<file path="src/sior_regs.svh">
// register indexes, reset values, field positions and counts for the
// configuration slice at indexes 0x0d to 0x17.
// assumes: included by bare name from the package and the design files.
`ifndef SIOR_REGS_SVH
`define SIOR_REGS_SVH

`define SIOR_IDX_DEVICE_ID 8'h0d
`define SIOR_IDX_CHIP_REV 8'h0e
`define SIOR_IDX_TEST_A 8'h0f
`define SIOR_IDX_TEST_B 8'h10
`define SIOR_IDX_TEST_C 8'h11
`define SIOR_IDX_BASE_LOW 8'h12
`define SIOR_IDX_BASE_HIGH 8'h13
`define SIOR_IDX_RATE_SHADOW 8'h14
`define SIOR_IDX_UART1_SHADOW 8'h15
`define SIOR_IDX_UART2_SHADOW 8'h16
`define SIOR_IDX_FORCE_STATUS 8'h17

// arbitrary identification values
`define SIOR_DEVICE_ID_VALUE 8'h5a
`define SIOR_CHIP_REV_VALUE 8'h00

`define SIOR_TEST_A_RESET 8'h00
`define SIOR_TEST_B_RESET 8'h00
`define SIOR_TEST_C_RESET 8'h80
`define SIOR_BASE_LOW_STRAP0 8'hf0
`define SIOR_BASE_LOW_STRAP1 8'h70
`define SIOR_BASE_HIGH_RESET 8'h03
`define SIOR_FORCE_RESET 8'h03
`define SIOR_SHADOW_RESET 8'h00
`define SIOR_INDEX_RESET 8'h00
`define SIOR_CONFIG_BASE_RESET 11'h3f0
`define SIOR_STATUS_RESET 3'h6

`define SIOR_FORCE_CHG0_BIT 0
`define SIOR_FORCE_CHG1_BIT 1
`define SIOR_FORCE_LOCK_BIT 2
`define SIOR_BASE_HIGH_MSB 2
`define SIOR_BASE_HIGH_MASK 8'h07
`define SIOR_BASE_LOW_MASK 8'hfe
`define SIOR_RATE_MASK 8'hdf
`define SIOR_FIFO_CTRL_MASK 8'hcf
`define SIOR_FORCE_MASK 8'h07

`define SIOR_UPPER_ADDR_ZERO 5'h00
`define SIOR_STRAP_SETTLE 2'h3
`define SIOR_SYNC_WIDTH 10

`endif

</file>
<file path="src/sior_pkg.sv">
// types shared by the configuration slice and its drive status helper.
// assumes: compiled before every design file.
`include "sior_regs.svh"
package sior_pkg;

	typedef struct packed {
		logic wr;
		logic [7:0] data;
	} sior_shadow_type;

	// floppy pin levels after synchronising, active high
	typedef struct packed {
		logic step;
		logic sel0;
		logic sel1;
		logic dskchg;
		logic wrtprt;
	} sior_fdd_pins_type;

	// internal floppy controller inputs, active low, plus dir bit 7
	typedef struct packed {
		logic disk_change_n;
		logic write_lock_n;
		logic dir_disk_change;
	} sior_fdd_status_type;

	typedef enum logic [1:0] {
		BOOT_SETTLE,
		BOOT_LOAD,
		BOOT_RUN
	} sior_boot_type;

endpackage

</file>
<file path="src/sior_config_regs.sv">
// configuration registers 0x0d..0x17: id, revision, test, config port
// base, run-time shadows and the forced floppy status register.
// assumes: io strobes are one-cycle pulses on CLK; floppy and strap pins
// are asynchronous; config state entry/exit is decoded elsewhere.
//
// Behaviour
// read-only device id at 0x0d
// read-only chip revision at 0x0e
// test registers reset 00, 00, 80
// host leaves test registers alone
// base address from 0x12 and 0x13
// base address bit zero forced low
// decode moves only on 0x13 write
// host writes 0x12 before 0x13
// strap picks low reset, high 0x03
// 0x14 shadows floppy rate select
// 0x15 shadows uart1 fifo control
// 0x16 shadows uart2 fifo control
// access only in config state, index
// force status at 0x17, reset 03
// forced change drives change when selected
// software sets change bits, never clears
// step with select clears change bit
// dir bit 7 ors three terms
// controls apply native and parallel path
// forced lock asserts write lock input when any drive selected
// read-only writes ignored, reserved read zero
`timescale 1ns/1ps
`default_nettype none
`include "sior_regs.svh"
module sior_config_regs (
	input wire logic CLK,
	input wire logic ARST_N,
	input wire logic CONFIG_STATE,
	input wire logic [15:0] IO_ADDR,
	input wire logic [7:0] IO_WDATA,
	input wire logic IO_WR,
	input wire logic IO_RD,
	output logic [7:0] IO_RDATA,
	output logic IO_RDATA_OE,
	output logic [10:0] CONFIG_BASE,
	output logic [7:0] CONFIG_INDEX,
	input wire logic CONFIG_PORT_STRAP,
	input wire sior_pkg::sior_shadow_type FDC_RATE_SHADOW,
	input wire sior_pkg::sior_shadow_type UART1_FIFO_CONTROL,
	input wire sior_pkg::sior_shadow_type UART2_FIFO_CONTROL,
	input wire logic HEAD_STEP_PULSE_N,
	input wire logic DRIVE_ZERO_SELECT_N,
	input wire logic DRIVE_ONE_SELECT_N,
	input wire logic DISK_CHANGE_INPUT_N,
	input wire logic WRITE_LOCK_INPUT_N,
	input wire logic PP_HEAD_STEP_PULSE_N,
	input wire logic PP_DRIVE_ZERO_SELECT_N,
	input wire logic PP_DRIVE_ONE_SELECT_N,
	input wire logic PP_DISK_CHANGE_INPUT_N,
	input wire logic PP_WRITE_LOCK_INPUT_N,
	output sior_pkg::sior_fdd_status_type FLOPPY_CONTROLLER_STATUS,
	output sior_pkg::sior_fdd_status_type PP_FLOPPY_CONTROLLER_STATUS
);

	// pin synchronisers
	wire logic [`SIOR_SYNC_WIDTH-1:0] pin_raw;
	logic [`SIOR_SYNC_WIDTH-1:0] sync1_reg;
	logic [`SIOR_SYNC_WIDTH-1:0] sync2_reg;
	logic strap_sync1_reg;
	logic strap_sync2_reg;

	// boot sequencing for the strap load
	sior_pkg::sior_boot_type boot_reg;
	sior_pkg::sior_boot_type boot_next;
	logic [1:0] settle_reg;
	logic [1:0] settle_next;
	wire logic boot_load;
	wire logic boot_done;

	// registers
	logic [7:0] index_reg;
	logic [7:0] test_a_reg;
	logic [7:0] test_b_reg;
	logic [7:0] test_c_reg;
	logic [7:0] base_low_reg;
	logic [7:0] base_high_reg;
	logic [10:0] base_reg;
	logic [7:0] rate_shadow_reg;
	logic [7:0] uart1_shadow_reg;
	logic [7:0] uart2_shadow_reg;
	logic [7:0] force_reg;
	logic [7:0] force_next;
	logic [7:0] rdata_reg;
	logic [7:0] rdata_next;
	logic rdata_oe_reg;

	// decode
	wire logic upper_zero;
	wire logic port_hit;
	wire logic index_port;
	wire logic data_port;
	wire logic data_access;
	wire logic wr_index;
	wire logic wr_data;
	wire logic rd_hit;
	wire logic wr_test_a;
	wire logic wr_test_b;
	wire logic wr_test_c;
	wire logic wr_base_low;
	wire logic wr_base_high;
	wire logic wr_force;
	wire logic [10:0] base_from_regs;
	wire logic [7:0] strap_low;

	// drive status paths
	sior_pkg::sior_fdd_pins_type path_pins [2];
	sior_pkg::sior_fdd_status_type path_status [2];
	wire logic [1:0] clear0;
	wire logic [1:0] clear1;
	wire logic clear_change0;
	wire logic clear_change1;

	assign pin_raw = {
		PP_WRITE_LOCK_INPUT_N,
		PP_DISK_CHANGE_INPUT_N,
		PP_DRIVE_ONE_SELECT_N,
		PP_DRIVE_ZERO_SELECT_N,
		PP_HEAD_STEP_PULSE_N,
		WRITE_LOCK_INPUT_N,
		DISK_CHANGE_INPUT_N,
		DRIVE_ONE_SELECT_N,
		DRIVE_ZERO_SELECT_N,
		HEAD_STEP_PULSE_N
	};

	// idle pins are high, so the chain resets to high
	genvar gi;
	generate
		for (gi = 0; gi < `SIOR_SYNC_WIDTH; gi = gi + 1) begin : g_sync
			always_ff @(posedge CLK or negedge ARST_N) begin
				if (!ARST_N) begin
					sync1_reg[gi] <= 1'b1;
					sync2_reg[gi] <= 1'b1;
				end else begin
					sync1_reg[gi] <= pin_raw[gi];
					sync2_reg[gi] <= sync1_reg[gi];
				end
			end
		end
	endgenerate

	always_ff @(posedge CLK or negedge ARST_N) begin
		if (!ARST_N) begin
			strap_sync1_reg <= 1'b0;
			strap_sync2_reg <= 1'b0;
		end else begin
			strap_sync1_reg <= CONFIG_PORT_STRAP;
			strap_sync2_reg <= strap_sync1_reg;
		end
	end

	// strap is sampled only after the synchroniser has filled
	always_comb begin
		boot_next = boot_reg;
		settle_next = settle_reg;
		case (boot_reg)
			sior_pkg::BOOT_SETTLE: begin
				settle_next = settle_reg + 2'h1;
				if (settle_reg == `SIOR_STRAP_SETTLE) begin
					boot_next = sior_pkg::BOOT_LOAD;
				end
			end
			sior_pkg::BOOT_LOAD: begin
				boot_next = sior_pkg::BOOT_RUN;
			end
			default: begin
				boot_next = sior_pkg::BOOT_RUN;
			end
		endcase
	end

	always_ff @(posedge CLK or negedge ARST_N) begin
		if (!ARST_N) begin
			boot_reg <= sior_pkg::BOOT_SETTLE;
			settle_reg <= 2'h0;
		end else begin
			boot_reg <= boot_next;
			settle_reg <= settle_next;
		end
	end

	assign boot_load = (boot_reg == sior_pkg::BOOT_LOAD);
	assign boot_done = (boot_reg == sior_pkg::BOOT_RUN);

	// strap selects low byte
	assign strap_low = strap_sync2_reg ? `SIOR_BASE_LOW_STRAP1 :
		`SIOR_BASE_LOW_STRAP0;

	// even base address, upper bits from the 0x13 write
	assign base_from_regs = {IO_WDATA[`SIOR_BASE_HIGH_MSB:0],
		base_low_reg[7:1], 1'b0};

	// 16 bit qualification: address bits above the base must be zero
	assign upper_zero = (IO_ADDR[15:11] == `SIOR_UPPER_ADDR_ZERO);
	assign port_hit = upper_zero & (IO_ADDR[10:1] == base_reg[10:1]) &
		boot_done;
	assign index_port = port_hit & ~IO_ADDR[0];
	assign data_port = port_hit & IO_ADDR[0];

	// config state gating
	assign data_access = data_port & CONFIG_STATE;
	assign wr_index = IO_WR & index_port & CONFIG_STATE;
	assign wr_data = IO_WR & data_access;
	assign rd_hit = IO_RD & CONFIG_STATE & (index_port | data_port);

	// read-only indexes get no write strobe
	assign wr_test_a = wr_data & (index_reg == `SIOR_IDX_TEST_A);
	assign wr_test_b = wr_data & (index_reg == `SIOR_IDX_TEST_B);
	assign wr_test_c = wr_data & (index_reg == `SIOR_IDX_TEST_C);
	assign wr_base_low = wr_data & (index_reg == `SIOR_IDX_BASE_LOW);
	assign wr_base_high = wr_data & (index_reg == `SIOR_IDX_BASE_HIGH);
	assign wr_force = wr_data & (index_reg == `SIOR_IDX_FORCE_STATUS);

	always_ff @(posedge CLK or negedge ARST_N) begin
		if (!ARST_N) begin
			index_reg <= `SIOR_INDEX_RESET;
		end else if (wr_index) begin
			index_reg <= IO_WDATA;
		end
	end

	// test register defaults
	always_ff @(posedge CLK or negedge ARST_N) begin
		if (!ARST_N) begin
			test_a_reg <= `SIOR_TEST_A_RESET;
			test_b_reg <= `SIOR_TEST_B_RESET;
			test_c_reg <= `SIOR_TEST_C_RESET;
		end else begin
			if (wr_test_a) begin
				test_a_reg <= IO_WDATA;
			end
			if (wr_test_b) begin
				test_b_reg <= IO_WDATA;
			end
			if (wr_test_c) begin
				test_c_reg <= IO_WDATA;
			end
		end
	end

	// base registers from strap after release
	always_ff @(posedge CLK or negedge ARST_N) begin
		if (!ARST_N) begin
			base_low_reg <= `SIOR_BASE_LOW_STRAP0;
			base_high_reg <= `SIOR_BASE_HIGH_RESET;
		end else if (boot_load) begin
			base_low_reg <= strap_low;
			base_high_reg <= `SIOR_BASE_HIGH_RESET;
		end else begin
			if (wr_base_low) begin
				base_low_reg <= IO_WDATA & `SIOR_BASE_LOW_MASK;
			end
			if (wr_base_high) begin
				base_high_reg <= IO_WDATA & `SIOR_BASE_HIGH_MASK;
			end
		end
	end

	// decode moves on 0x13 write only
	// a lone low-byte write leaves the live decode where it was, so the
	// host never loses the ports halfway through a move
	always_ff @(posedge CLK or negedge ARST_N) begin
		if (!ARST_N) begin
			base_reg <= `SIOR_CONFIG_BASE_RESET;
		end else if (boot_load) begin
			base_reg <= {base_high_reg[`SIOR_BASE_HIGH_MSB:0],
				strap_low[7:1], 1'b0};
		end else if (wr_base_high) begin
			base_reg <= base_from_regs;
		end
	end

	// run-time shadows
	always_ff @(posedge CLK or negedge ARST_N) begin
		if (!ARST_N) begin
			rate_shadow_reg <= `SIOR_SHADOW_RESET;
			uart1_shadow_reg <= `SIOR_SHADOW_RESET;
			uart2_shadow_reg <= `SIOR_SHADOW_RESET;
		end else begin
			if (FDC_RATE_SHADOW.wr) begin
				rate_shadow_reg <= FDC_RATE_SHADOW.data & `SIOR_RATE_MASK;
			end
			if (UART1_FIFO_CONTROL.wr) begin
				uart1_shadow_reg <= UART1_FIFO_CONTROL.data &
					`SIOR_FIFO_CTRL_MASK;
			end
			if (UART2_FIFO_CONTROL.wr) begin
				uart2_shadow_reg <= UART2_FIFO_CONTROL.data &
					`SIOR_FIFO_CTRL_MASK;
			end
		end
	end

	// clears from both paths
	assign clear_change0 = |clear0;
	assign clear_change1 = |clear1;

	always_comb begin
		force_next = force_reg;
		// hardware clear on step
		if (clear_change0) begin
			force_next[`SIOR_FORCE_CHG0_BIT] = 1'b0;
		end
		if (clear_change1) begin
			force_next[`SIOR_FORCE_CHG1_BIT] = 1'b0;
		end
		if (wr_force) begin
			// set only, software set wins over step clear
			if (IO_WDATA[`SIOR_FORCE_CHG0_BIT]) begin
				force_next[`SIOR_FORCE_CHG0_BIT] = 1'b1;
			end
			if (IO_WDATA[`SIOR_FORCE_CHG1_BIT]) begin
				force_next[`SIOR_FORCE_CHG1_BIT] = 1'b1;
			end
			force_next[`SIOR_FORCE_LOCK_BIT] =
				IO_WDATA[`SIOR_FORCE_LOCK_BIT];
		end
		// reserved bits stay zero
		force_next = force_next & `SIOR_FORCE_MASK;
	end

	// force status reset 03
	always_ff @(posedge CLK or negedge ARST_N) begin
		if (!ARST_N) begin
			force_reg <= `SIOR_FORCE_RESET;
		end else begin
			force_reg <= force_next;
		end
	end

	// one status merge per path
	generate
		for (gi = 0; gi < 2; gi = gi + 1) begin : g_path
			assign path_pins[gi].step = ~sync2_reg[gi*5];
			assign path_pins[gi].sel0 = ~sync2_reg[gi*5+1];
			assign path_pins[gi].sel1 = ~sync2_reg[gi*5+2];
			assign path_pins[gi].dskchg = ~sync2_reg[gi*5+3];
			assign path_pins[gi].wrtprt = ~sync2_reg[gi*5+4];
			// forced inputs
			sior_drive_status u_status (
				.clk(CLK),
				.arst_n(ARST_N),
				.pins(path_pins[gi]),
				.force_change0(force_reg[`SIOR_FORCE_CHG0_BIT]),
				.force_change1(force_reg[`SIOR_FORCE_CHG1_BIT]),
				.force_lock(force_reg[`SIOR_FORCE_LOCK_BIT]),
				.clear_change0(clear0[gi]),
				.clear_change1(clear1[gi]),
				.status(path_status[gi])
			);
		end
	endgenerate

	assign FLOPPY_CONTROLLER_STATUS = path_status[0];
	assign PP_FLOPPY_CONTROLLER_STATUS = path_status[1];

	// read data; index port reads back the index
	always_comb begin
		rdata_next = 8'h00;
		if (index_port) begin
			rdata_next = index_reg;
		// fixed device id
		end else if (index_reg == `SIOR_IDX_DEVICE_ID) begin
			rdata_next = `SIOR_DEVICE_ID_VALUE;
		// revision level
		end else if (index_reg == `SIOR_IDX_CHIP_REV) begin
			rdata_next = `SIOR_CHIP_REV_VALUE;
		end else if (index_reg == `SIOR_IDX_TEST_A) begin
			rdata_next = test_a_reg;
		end else if (index_reg == `SIOR_IDX_TEST_B) begin
			rdata_next = test_b_reg;
		end else if (index_reg == `SIOR_IDX_TEST_C) begin
			rdata_next = test_c_reg;
		end else if (index_reg == `SIOR_IDX_BASE_LOW) begin
			rdata_next = base_low_reg;
		end else if (index_reg == `SIOR_IDX_BASE_HIGH) begin
			rdata_next = base_high_reg;
		end else if (index_reg == `SIOR_IDX_RATE_SHADOW) begin
			rdata_next = rate_shadow_reg;
		end else if (index_reg == `SIOR_IDX_UART1_SHADOW) begin
			rdata_next = uart1_shadow_reg;
		end else if (index_reg == `SIOR_IDX_UART2_SHADOW) begin
			rdata_next = uart2_shadow_reg;
		end else if (index_reg == `SIOR_IDX_FORCE_STATUS) begin
			rdata_next = force_reg;
		end
	end

	// other indexes belong to neighbouring slices: no drive from here
	wire logic own_index;
	assign own_index = index_port |
		((index_reg >= `SIOR_IDX_DEVICE_ID) &&
		(index_reg <= `SIOR_IDX_FORCE_STATUS));

	always_ff @(posedge CLK or negedge ARST_N) begin
		if (!ARST_N) begin
			rdata_reg <= 8'h00;
			rdata_oe_reg <= 1'b0;
		end else begin
			rdata_reg <= (rd_hit & own_index) ? rdata_next : 8'h00;
			rdata_oe_reg <= rd_hit & own_index;
		end
	end

	assign IO_RDATA = rdata_reg;
	assign IO_RDATA_OE = rdata_oe_reg;
	assign CONFIG_BASE = base_reg;
	assign CONFIG_INDEX = index_reg;

endmodule
`default_nettype wire

</file>
<file path="src/sior_drive_status.sv">
// forced disk change and write lock merge for one floppy path.
// assumes: pin levels already synchronised and active high.
`timescale 1ns/1ps
`default_nettype none
`include "sior_regs.svh"
module sior_drive_status (
	input wire logic clk,
	input wire logic arst_n,
	input wire sior_pkg::sior_fdd_pins_type pins,
	input wire logic force_change0,
	input wire logic force_change1,
	input wire logic force_lock,
	output logic clear_change0,
	output logic clear_change1,
	output sior_pkg::sior_fdd_status_type status
);

	wire logic any_select;
	wire logic change_active;
	wire logic lock_active;
	sior_pkg::sior_fdd_status_type status_next;

	// step clears
	assign clear_change0 = pins.step & pins.sel0;
	assign clear_change1 = pins.step & pins.sel1;

	assign any_select = pins.sel0 | pins.sel1;
	// selected drive change
	assign change_active = (pins.sel0 & force_change0) |
		(pins.sel1 & force_change1) | pins.dskchg;
	// forced write lock
	assign lock_active = (force_lock & any_select) | pins.wrtprt;

	assign status_next.disk_change_n = ~change_active;
	assign status_next.write_lock_n = ~lock_active;
	assign status_next.dir_disk_change = change_active;

	always_ff @(posedge clk or negedge arst_n) begin
		if (!arst_n) begin
			status <= `SIOR_STATUS_RESET;
		end else begin
			status <= status_next;
		end
	end

endmodule
`default_nettype wire

</file>
<file path="config.mk">
export PLATFORM = sky130hd
export DESIGN_NAME = sior_config_regs
export DESIGN_NICKNAME = d
export VERILOG_FILES = /design/src/sior_pkg.sv /design/src/sior_config_regs.sv /design/src/sior_drive_status.sv
export VERILOG_INCLUDE_DIRS = /design/src /design/src/src
export SDC_FILE = /design/constraint.sdc
export NUM_CORES = 1
export LEC_CHECK = 0
export BUFFER_PORTS_ARGS = -buffer_cell sky130_fd_sc_hd__clkbuf_2
export CELL_PAD_IN_SITES_DETAIL_PLACEMENT = 0
export CELL_PAD_IN_SITES_GLOBAL_PLACEMENT = 1
export CORE_MARGIN = 1.5
export CORE_UTILIZATION = 40
export CTS_CLUSTER_SIZE = 28
export DETAILED_ROUTE_END_ITERATION = 12
export GPL_ROUTABILITY_DRIVEN = 0
export PLACE_DENSITY_LB_ADDON = 0.1
export SYNTH_ARGS = -nofsm -noshare
export SYNTH_HDL_FRONTEND = slang
export SYNTH_SLANG_ARGS = --single-unit
</file>
<file path="constraint.sdc">
create_clock -name CLK -period 2.06 [get_ports CLK]
set_clock_uncertainty 0.15 [all_clocks]
set_input_delay 0.103 -clock CLK [delete_from_list [all_inputs] [get_ports CLK]]
set_output_delay 0.103 -clock CLK [all_outputs]
set_load 0.05 [all_outputs]
</file>
==> results of run 1 <==
[final timing paths]
path | slack [ns] | depth (start not counted) | start | endpoint
max | -0.15 | 6 | CONFIG_BASE[6] | IO_RDATA[7]
min | 0.07 | 2 | ARST_N | base_low_reg[4]
max reg2reg | -0.15 | 6 | CONFIG_BASE[6] | IO_RDATA[7]
min reg2reg | 0.20 | 0 | strap_sync1_reg | strap_sync2_reg
max in group asynchronous | 1.29 | 3 | ARST_N | base_high_reg[1]
min in group CLK | 0.07 | 4 | IO_RD | IO_RDATA[6]
[Yosys cell counts (all sizes together) (2+ instances only)]
master   count
a211oi       4
a21boi       2
a21oi        5
a221oi       8
a22o         3
a2bb2oi      3
a31oi        2
and2         2
and4         5
buf          8
clkbuf      11
dfrtp       76
dfstp       39
inv          7
mux2        54
mux2i       19
mux4         4
nand2       29
nand2b       9
nand3       10
nand3b       3
nand4        6
nand4b       3
nor2        14
nor2b        4
nor3        10
nor3b        2
nor4         5
o211ai       3
o21ai        4
o22a         2
or3          2
xnor2       10
[cells by family after synthesis]
logic type / count (synthesis)
other: 1
AOI/OAI and AO/OA: 47
xor gates and xnor gates: 11
DFF: 115
adders and majority gates: 1
and+or+nand+nor: 108
muxes: 77
buffers and inverters: 27
[power by group through the flow]
stage | clock (W) | sequential [W] | combinational, W
finish | 0.00312 | 0.00238 | 0.000422
global route | 0.00327 | 0.00239 | 0.000459
CTS | 0.00317 | 0.00238 | 0.000414
detailed placement | 0 | 0.00242 | 0.000294
global placement | 0 | 0.00242 | 0.000290
floorplan | 0 | 0.00243 | 0.000105
[per-stage QoR]
step / total power [W] / hold slack (ns) / area [µm²]
6_report: 0.00593 / 0.0736 / 7750
4_1_cts: 0.00596 / 0.0517 / 7660
5_1_grt: 0.00612 / 0.0890 / 7750
3_3_place_gp: 0.00271 / -0.0314 / 6210
3_5_place_dp: 0.00271 / -0.0325 / 6210
2_1_floorplan: 0.00254 / -0.343 / 5130
[cell type report]
cell class | count | share of cell area
Tap cell | 172 | 0.0278
Multi-Input combinational cell | 245 | 0.292
Clock buffer | 24 | 0.0678
Clock inverter | 8 | 0.0144
Inverter | 8 | 0.00387
Sequential cell | 115 | 0.379
Timing Repair Buffer | 221 | 0.216
[metal layers]
metal,vias to the layer above,routed length [µm],global-route usage
met2,109,6900,0.373
met5,-,0,0
met4,0,282,0.0927
met3,25,561,0.0544
li1,1866,-,-
met1,2017,6320,0.294
[critical path: cells and delay by family, from the launching register on]
family | cells | cell delay [ns]
xor gates and xnor gates | 1 | 0.11
AOI/OAI and AO/OA | 2 | 0.64
buffers and inverters | 1 | 0.15
and+or+nand+nor | 2 | 0.49
DFF | 1 | 0.55
[what timing repair did]
item,CTS,global route
hold endpoints to repair,194,0
pin swaps,10,10
setup endpoints to repair,64,64
setup buffers,6,4
hold buffers,59,0
gates resized for setup,23,24
cloned,2,0
==> impl_results.rst, run 1 <==
.. list-table::
   :header-rows: 1

   * - Metric
     - Value
   * - Status
     - complete, but fails checks
   * - Failing checks
     - negative setup slack
   * - Max clock buf depth
     - 2
   * - Startpoint class of the critical path
     - flop
   * - Min setup slack post-route
     - -0.147 ns
   * - Most used flip-flop cell after synthesis
     - sky130_fd_sc_hd__dfrtp_1
   * - Die W
     - 116 µm
   * - 1st-iter DRT viols
     - 207
   * - Pwr/cell area
     - 764 mW/mm²
   * - Signed area change from the synthesized netlist to the final layout
     - 52.4%
   * - Count of TritonRoute iterations in the first routing pass
     - 4
   * - Core ar.
     - 0.0125 mm²
   * - Maxcap violations
     - 0
   * - Overall die height
     - 116 µm
   * - Area used by multi-input combinational logic
     - 0.00226 mm²
   * - Fraction of synthesis flops using an asynchronous set or reset pin
     - 1.00
   * - Maximum net fanout on the critical path
     - 8
   * - Share of synthesized area occupied by flip-flops and latches
     - 0.576
   * - Cts bufs inserted
     - 17
   * - Fin crit share
     - 1.07
   * - Area occupied by registers
     - 0.00294 mm²
   * - Cell chain of the critical path
     - xnor2_2, nand4_1, buf_6, or3_4, a311o_2, a2111oi_4
   * - Share of power burned in the clock network
     - 0.526
   * - Number of nets still failing antenna checks after routing
     - 0
   * - TritonCTS clock tree
     - done
   * - Top cells by area in the synthesized netlist
     - sky130_fd_sc_hd__dfrtp_1, sky130_fd_sc_hd__dfstp_2, sky130_fd_sc_hd__mux2_2, sky130_fd_sc_hd__mux2i_1, sky130_fd_sc_hd__nand2_1
   * - Post-synth top area cell
     - sky130_fd_sc_hd__dfrtp_1
   * - Number of design rule violations left after detail routing
     - 0
   * - Max Fclk
     - 453 MHz
   * - Final TNS setup
     - -2.73 ns
   * - Switching fraction of total power
     - 0.220
   * - Setup repair after global routing missed its margin
     - true
   * - EDFF count, synth
     - 0
   * - IO Count
     - 101
   * - Depth of the CTS H-tree
     - 4
   * - DIE AREA
     - 0.0134 mm²
   * - Net count reported at finish
     - 676
   * - Number of max-slew violations in the final report
     - 0
   * - Syn Nets
     - 455
   * - Reg power frac
     - 0.402
   * - Post-placement setup slack
     - -0.277 ns
   * - Net switching power figure
     - 0.00131 W
   * - CTS clock-pin slew for the worst setup and hold paths
     - 0.06 ns
   * - Sinks on the clock net
     - 115
   * - Starting Density
     - 0.406
   * - Total grt overflow
     - 0
   * - Leakage Power
     - 3.56 nW
   * - Compound-Gate Fraction of Synth Area
     - 0.0770
   * - Max rail drop VDD
     - 686 µV
   * - Maximum number of pins on one net before global-route repair
     - 60
   * - Multiplexer share of the synthesized area
     - 0.175
   * - Number of setup violations in the final report
     - 47
   * - HPWL after detailed placement
     - 9540 µm
   * - WP data required
     - 2.22 ns
   * - Max_slew headroom
     - 0.651
   * - Antenna diode count
     - 0
   * - Mean post-synth cell area
     - 13.1 µm²
   * - Overall track demand over capacity in global routing
     - 0.228
   * - Measured slew at the worst slew-check pin
     - 0.524 ns
   * - Most used cells in the layout excluding fill and tap cells
     - sky130_fd_sc_hd__clkbuf_2, sky130_fd_sc_hd__dfrtp_1, sky130_fd_sc_hd__dlygate4sd3_1
   * - Synthesized netlist cell count
     - 387
   * - Fraction of synthesized cell area in xor and xnor cells
     - 0.0189
   * - Slowest library cell on the worst path
     - sky130_fd_sc_hd__dfstp_2
   * - Delay of the slowest critical-path stage
     - 0.55 ns
   * - Wire length per cell
     - 17.7 µm
   * - Placed insts
     - 693
   * - Post-synthesis simple-gate area fraction
     - 0.126
   * - Arithmetic-cell share of the synthesized area counting full adders, half adders and majority gates
     - 0.00246
   * - Number of warnings issued by yosys
     - 0
   * - Number of hold violations in the final report
     - 0
   * - Quantity of I/O buffers inserted on ports
     - 94
   * - Share of the synthesized area in the top cell type
     - 0.374
   * - Int Power
     - 0.00462 W
   * - Netlist cell types
     - 64
   * - Post-Route WL
     - 14,100 µm
   * - Average via count per standard cell
     - 5.07
   * - Clock period minus worst slack
     - 2.21 ns
   * - Sort of element at the end of the critical path
     - flop
   * - Proportion of layout cells with a drive suffix above 1
     - 0.544
   * - First-pass GRT wire length
     - 22,300 µm
   * - Clock Tree Root
     - sky130_fd_sc_hd__clkbuf_16
   * - Vias post-DR
     - 4,017
   * - Fillers
     - 1,042
   * - Share of the core filled with cells
     - 0.619
   * - Crit path DAT
     - 2.37 ns
   * - Count of state elements after synthesis
     - 115
   * - Post-synth design cell area
     - 0.00508 mm²
   * - Count of placed standard cells in the final layout, fillers left out
     - 793
   * - Combinational Power Share
     - 0.071
   * - Cell row count
     - 41
   * - Clock latency reported for the late side of the worst-skew pair
     - 0.42 ns
   * - Number of global-route vias before repair
     - 4,192
   * - Commonest non-fill, non-tap cell in the layout
     - sky130_fd_sc_hd__clkbuf_2
   * - Start-to-end type of the worst setup path
     - reg2reg
   * - Type of the tightest min-delay check
     - in2async
   * - Combinational family with the most area after synthesis
     - multiplexers
   * - Number of antenna violations at the first check in global routing
     - 0
(Power assumes the default switching activity.)
==> inputs of run 2 (changes only) <==
- CORE_UTILIZATION: 40 -> 35
==> run 2 against run 1 <==
Against the previous run:
- largest cell class unchanged
- utilization shrank 7.4 points
- the flow still finishes with violations (negative setup slack)
- global-route usage decreased by 2.7 points
- sequential cell count stayed put
- sequential power about the same
- non-clock buffer count unchanged
- worst hold slack got worse by 0.064 ns
- power fell by 3.7%
- worst setup slack worse by 0.035 ns
==> impl_results.rst, run 2 (same netlist as run 1, synthesis figures left out) <==
.. list-table::
   :header-rows: 1

   * - Metric
     - Value
   * - Startpoint class of the critical path
     - flop
   * - Failing checks
     - negative setup slack
   * - Placed insts
     - 703
   * - First-pass GRT wire length
     - 22,500 µm
   * - Count of TritonRoute iterations in the first routing pass
     - 4
   * - Fillers
     - 1,238
   * - Int Power
     - 0.00446 W
   * - Maxcap violations
     - 0
   * - Type of the tightest min-delay check
     - in2async
   * - DIE AREA
     - 0.0153 mm²
   * - Number of global-route vias before repair
     - 4,251
   * - Measured slew at the worst slew-check pin
     - 0.734 ns
   * - IO Count
     - 101
   * - Total Power
     - 0.00571 W
   * - Net switching power figure
     - 0.00124 W
   * - Final non-filler cell area
     - 0.00765 mm²
   * - Setup repair after global routing missed its margin
     - true
   * - Number of antenna violations at the first check in global routing
     - 0
   * - Pwr/cell area
     - 746 mW/mm²
   * - Starting Density
     - 0.362
   * - Sort of element at the end of the critical path
     - flop
   * - Wire length per cell
     - 17.7 µm
   * - Start-to-end type of the worst setup path
     - reg2reg
   * - Max clock buf depth
     - 2
   * - Min setup slack post-route
     - -0.182 ns
   * - Die W
     - 124 µm
   * - TritonCTS clock tree
     - done
   * - Count of placed standard cells in the final layout, fillers left out
     - 801
   * - Setup slack, reg-to-reg
     - -0.18 ns
   * - Overall track demand over capacity in global routing
     - 0.202
   * - Core ar.
     - 0.0140 mm²
   * - Number of max-slew violations in the final report
     - 0
   * - Start of the worst register-to-register path
     - CONFIG_BASE[6]
   * - Cell chain of the critical path
     - xnor2_2, nand4_1, buf_4, nor4_4, and4_4, mux2_4
   * - Fin crit share
     - 1.09
   * - Maximum net fanout on the critical path
     - 3
   * - Number of nets still failing antenna checks after routing
     - 0
   * - Max Fclk
     - 446 MHz
   * - Status
     - complete, but fails checks
   * - Crit path DAT
     - 2.39 ns
   * - Most used cells in the layout excluding fill and tap cells
     - sky130_fd_sc_hd__clkbuf_2, sky130_fd_sc_hd__dfrtp_1, sky130_fd_sc_hd__dlygate4sd3_1
   * - Clock Tree Root
     - sky130_fd_sc_hd__clkbuf_16
   * - Quantity of I/O buffers inserted on ports
     - 94
   * - Vias post-DR
     - 3,969
   * - Average via count per standard cell
     - 4.96
   * - Max_slew headroom
     - 0.510
   * - Commonest non-fill, non-tap cell in the layout
     - sky130_fd_sc_hd__clkbuf_2
   * - Switching fraction of total power
     - 0.218
   * - Post-Route WL
     - 14,200 µm
   * - FF-to-FF path depth
     - 6
   * - Clock latency reported for the late side of the worst-skew pair
     - 0.42 ns
   * - Delay of the slowest critical-path stage
     - 0.56 ns
   * - Maximum number of pins on one net before global-route repair
     - 46
   * - Share of the core filled with cells
     - 0.545
   * - Worst r2r dst
     - force_reg[2]
   * - Cell area reported after detailed placement
     - 0.00622 mm²
   * - HPWL after detailed placement
     - 10,100 µm
   * - Net count reported at finish
     - 676
   * - Cts bufs inserted
     - 17
   * - Max rail drop VDD
     - 576 µV
   * - Slowest library cell on the worst path
     - sky130_fd_sc_hd__dfstp_2
   * - 1st-iter DRT viols
     - 164
   * - Sinks on the clock net
     - 115
   * - Signed area change from the synthesized netlist to the final layout
     - 50.5%
   * - Share of power burned in the clock network
     - 0.508
   * - Number of setup violations in the final report
     - 56
   * - Depth of the CTS H-tree
     - 4
   * - Combinational Power Share
     - 0.074
   * - WP data required
     - 2.21 ns
   * - Overall die height
     - 124 µm
   * - Total grt overflow
     - 0
   * - Proportion of layout cells with a drive suffix above 1
     - 0.544
   * - Number of hold violations in the final report
     - 0
   * - CTS clock-pin slew for the worst setup and hold paths
     - 0.05 ns
   * - Cell row count
     - 43
   * - Number of design rule violations left after detail routing
     - 0
   * - Antenna diode count
     - 0
   * - Clock period minus worst slack
     - 2.24 ns
   * - Leakage Power
     - 3.53 nW
   * - Reg power frac
     - 0.418
run 2: worst max path at each step:
stage,startpoint,to,slack (ns),cells past startpoint
6_report,CONFIG_BASE[6],force_reg[2],-0.18,6
4_1_cts,CONFIG_BASE[7],IO_RDATA[7],-0.24,5
3_3_place_gp,CONFIG_BASE[5],force_reg[2],-0.20,6
3_5_place_dp,CONFIG_BASE[7],IO_RDATA[7],-0.22,5
2_1_floorplan,CONFIG_BASE[8],IO_RDATA[7],-0.29,5
5_1_grt,CONFIG_BASE[6],force_reg[2],-0.26,6
run 2: area by class of cell:
cell class | count | area [µm²] | area share
Clock buffer | 25 | 527 | 0.0688
Clock inverter | 7 | 67.6 | 0.00883
Timing Repair Buffer | 221 | 1640 | 0.215
Tap cell | 180 | 225 | 0.0294
Sequential cell | 115 | 2940 | 0.384
Multi-Input combinational cell | 245 | 2220 | 0.291
Inverter | 8 | 30.0 | 0.00392
run 2: what timing repair did:
action	in CTS	in global routing
gates resized for setup	16	21
endpoints found under the hold margin	159	0
gates cloned	1	0
buffers inserted	2	4
hold buffers	59	0
pin swaps	10	6
endpoints found under the setup margin	59	64
run 2: through the flow:
| step | hold slack (ns) | TNS, ns | worst slack (ns) |
|---|---|---|---|
| detailed placement | -0.0952 | -6.05 | -0.220 |
| CTS | 0.0107 | -5.63 | -0.239 |
| global route | 0.0373 | -11.66 | -0.262 |
| global placement | -0.100 | -5.31 | -0.203 |
| finish | 0.0101 | -6.39 | -0.182 |
| floorplan | -0.343 | -9.12 | -0.288 |
run 2: routing by layer:
layer | global-route usage | part of all wire
met4 | 0.0833 | 0.018
met5 | 0 | 0
met3 | 0.0406 | 0.040
met1 | 0.262 | 0.45
met2 | 0.331 | 0.49
run 2: power by group through the flow:
stage               logic (W)  clock network (W)  registers [W]
detailed placement   0.000297                  0        0.00242
CTS                  0.000415            0.00296        0.00239
global placement     0.000293                  0        0.00242
global route         0.000461            0.00306        0.00239
finish               0.000422            0.00290        0.00239
floorplan            0.000105                  0        0.00243
run 2: worst max-delay path: cells and delay by family (launching register included):
kind	cells	cell delay, ns
and+or+nand+nor	3	0.81
DFF	1	0.56
xor gates and xnor gates	1	0.12
muxes	1	0.29
buffers and inverters	1	0.19
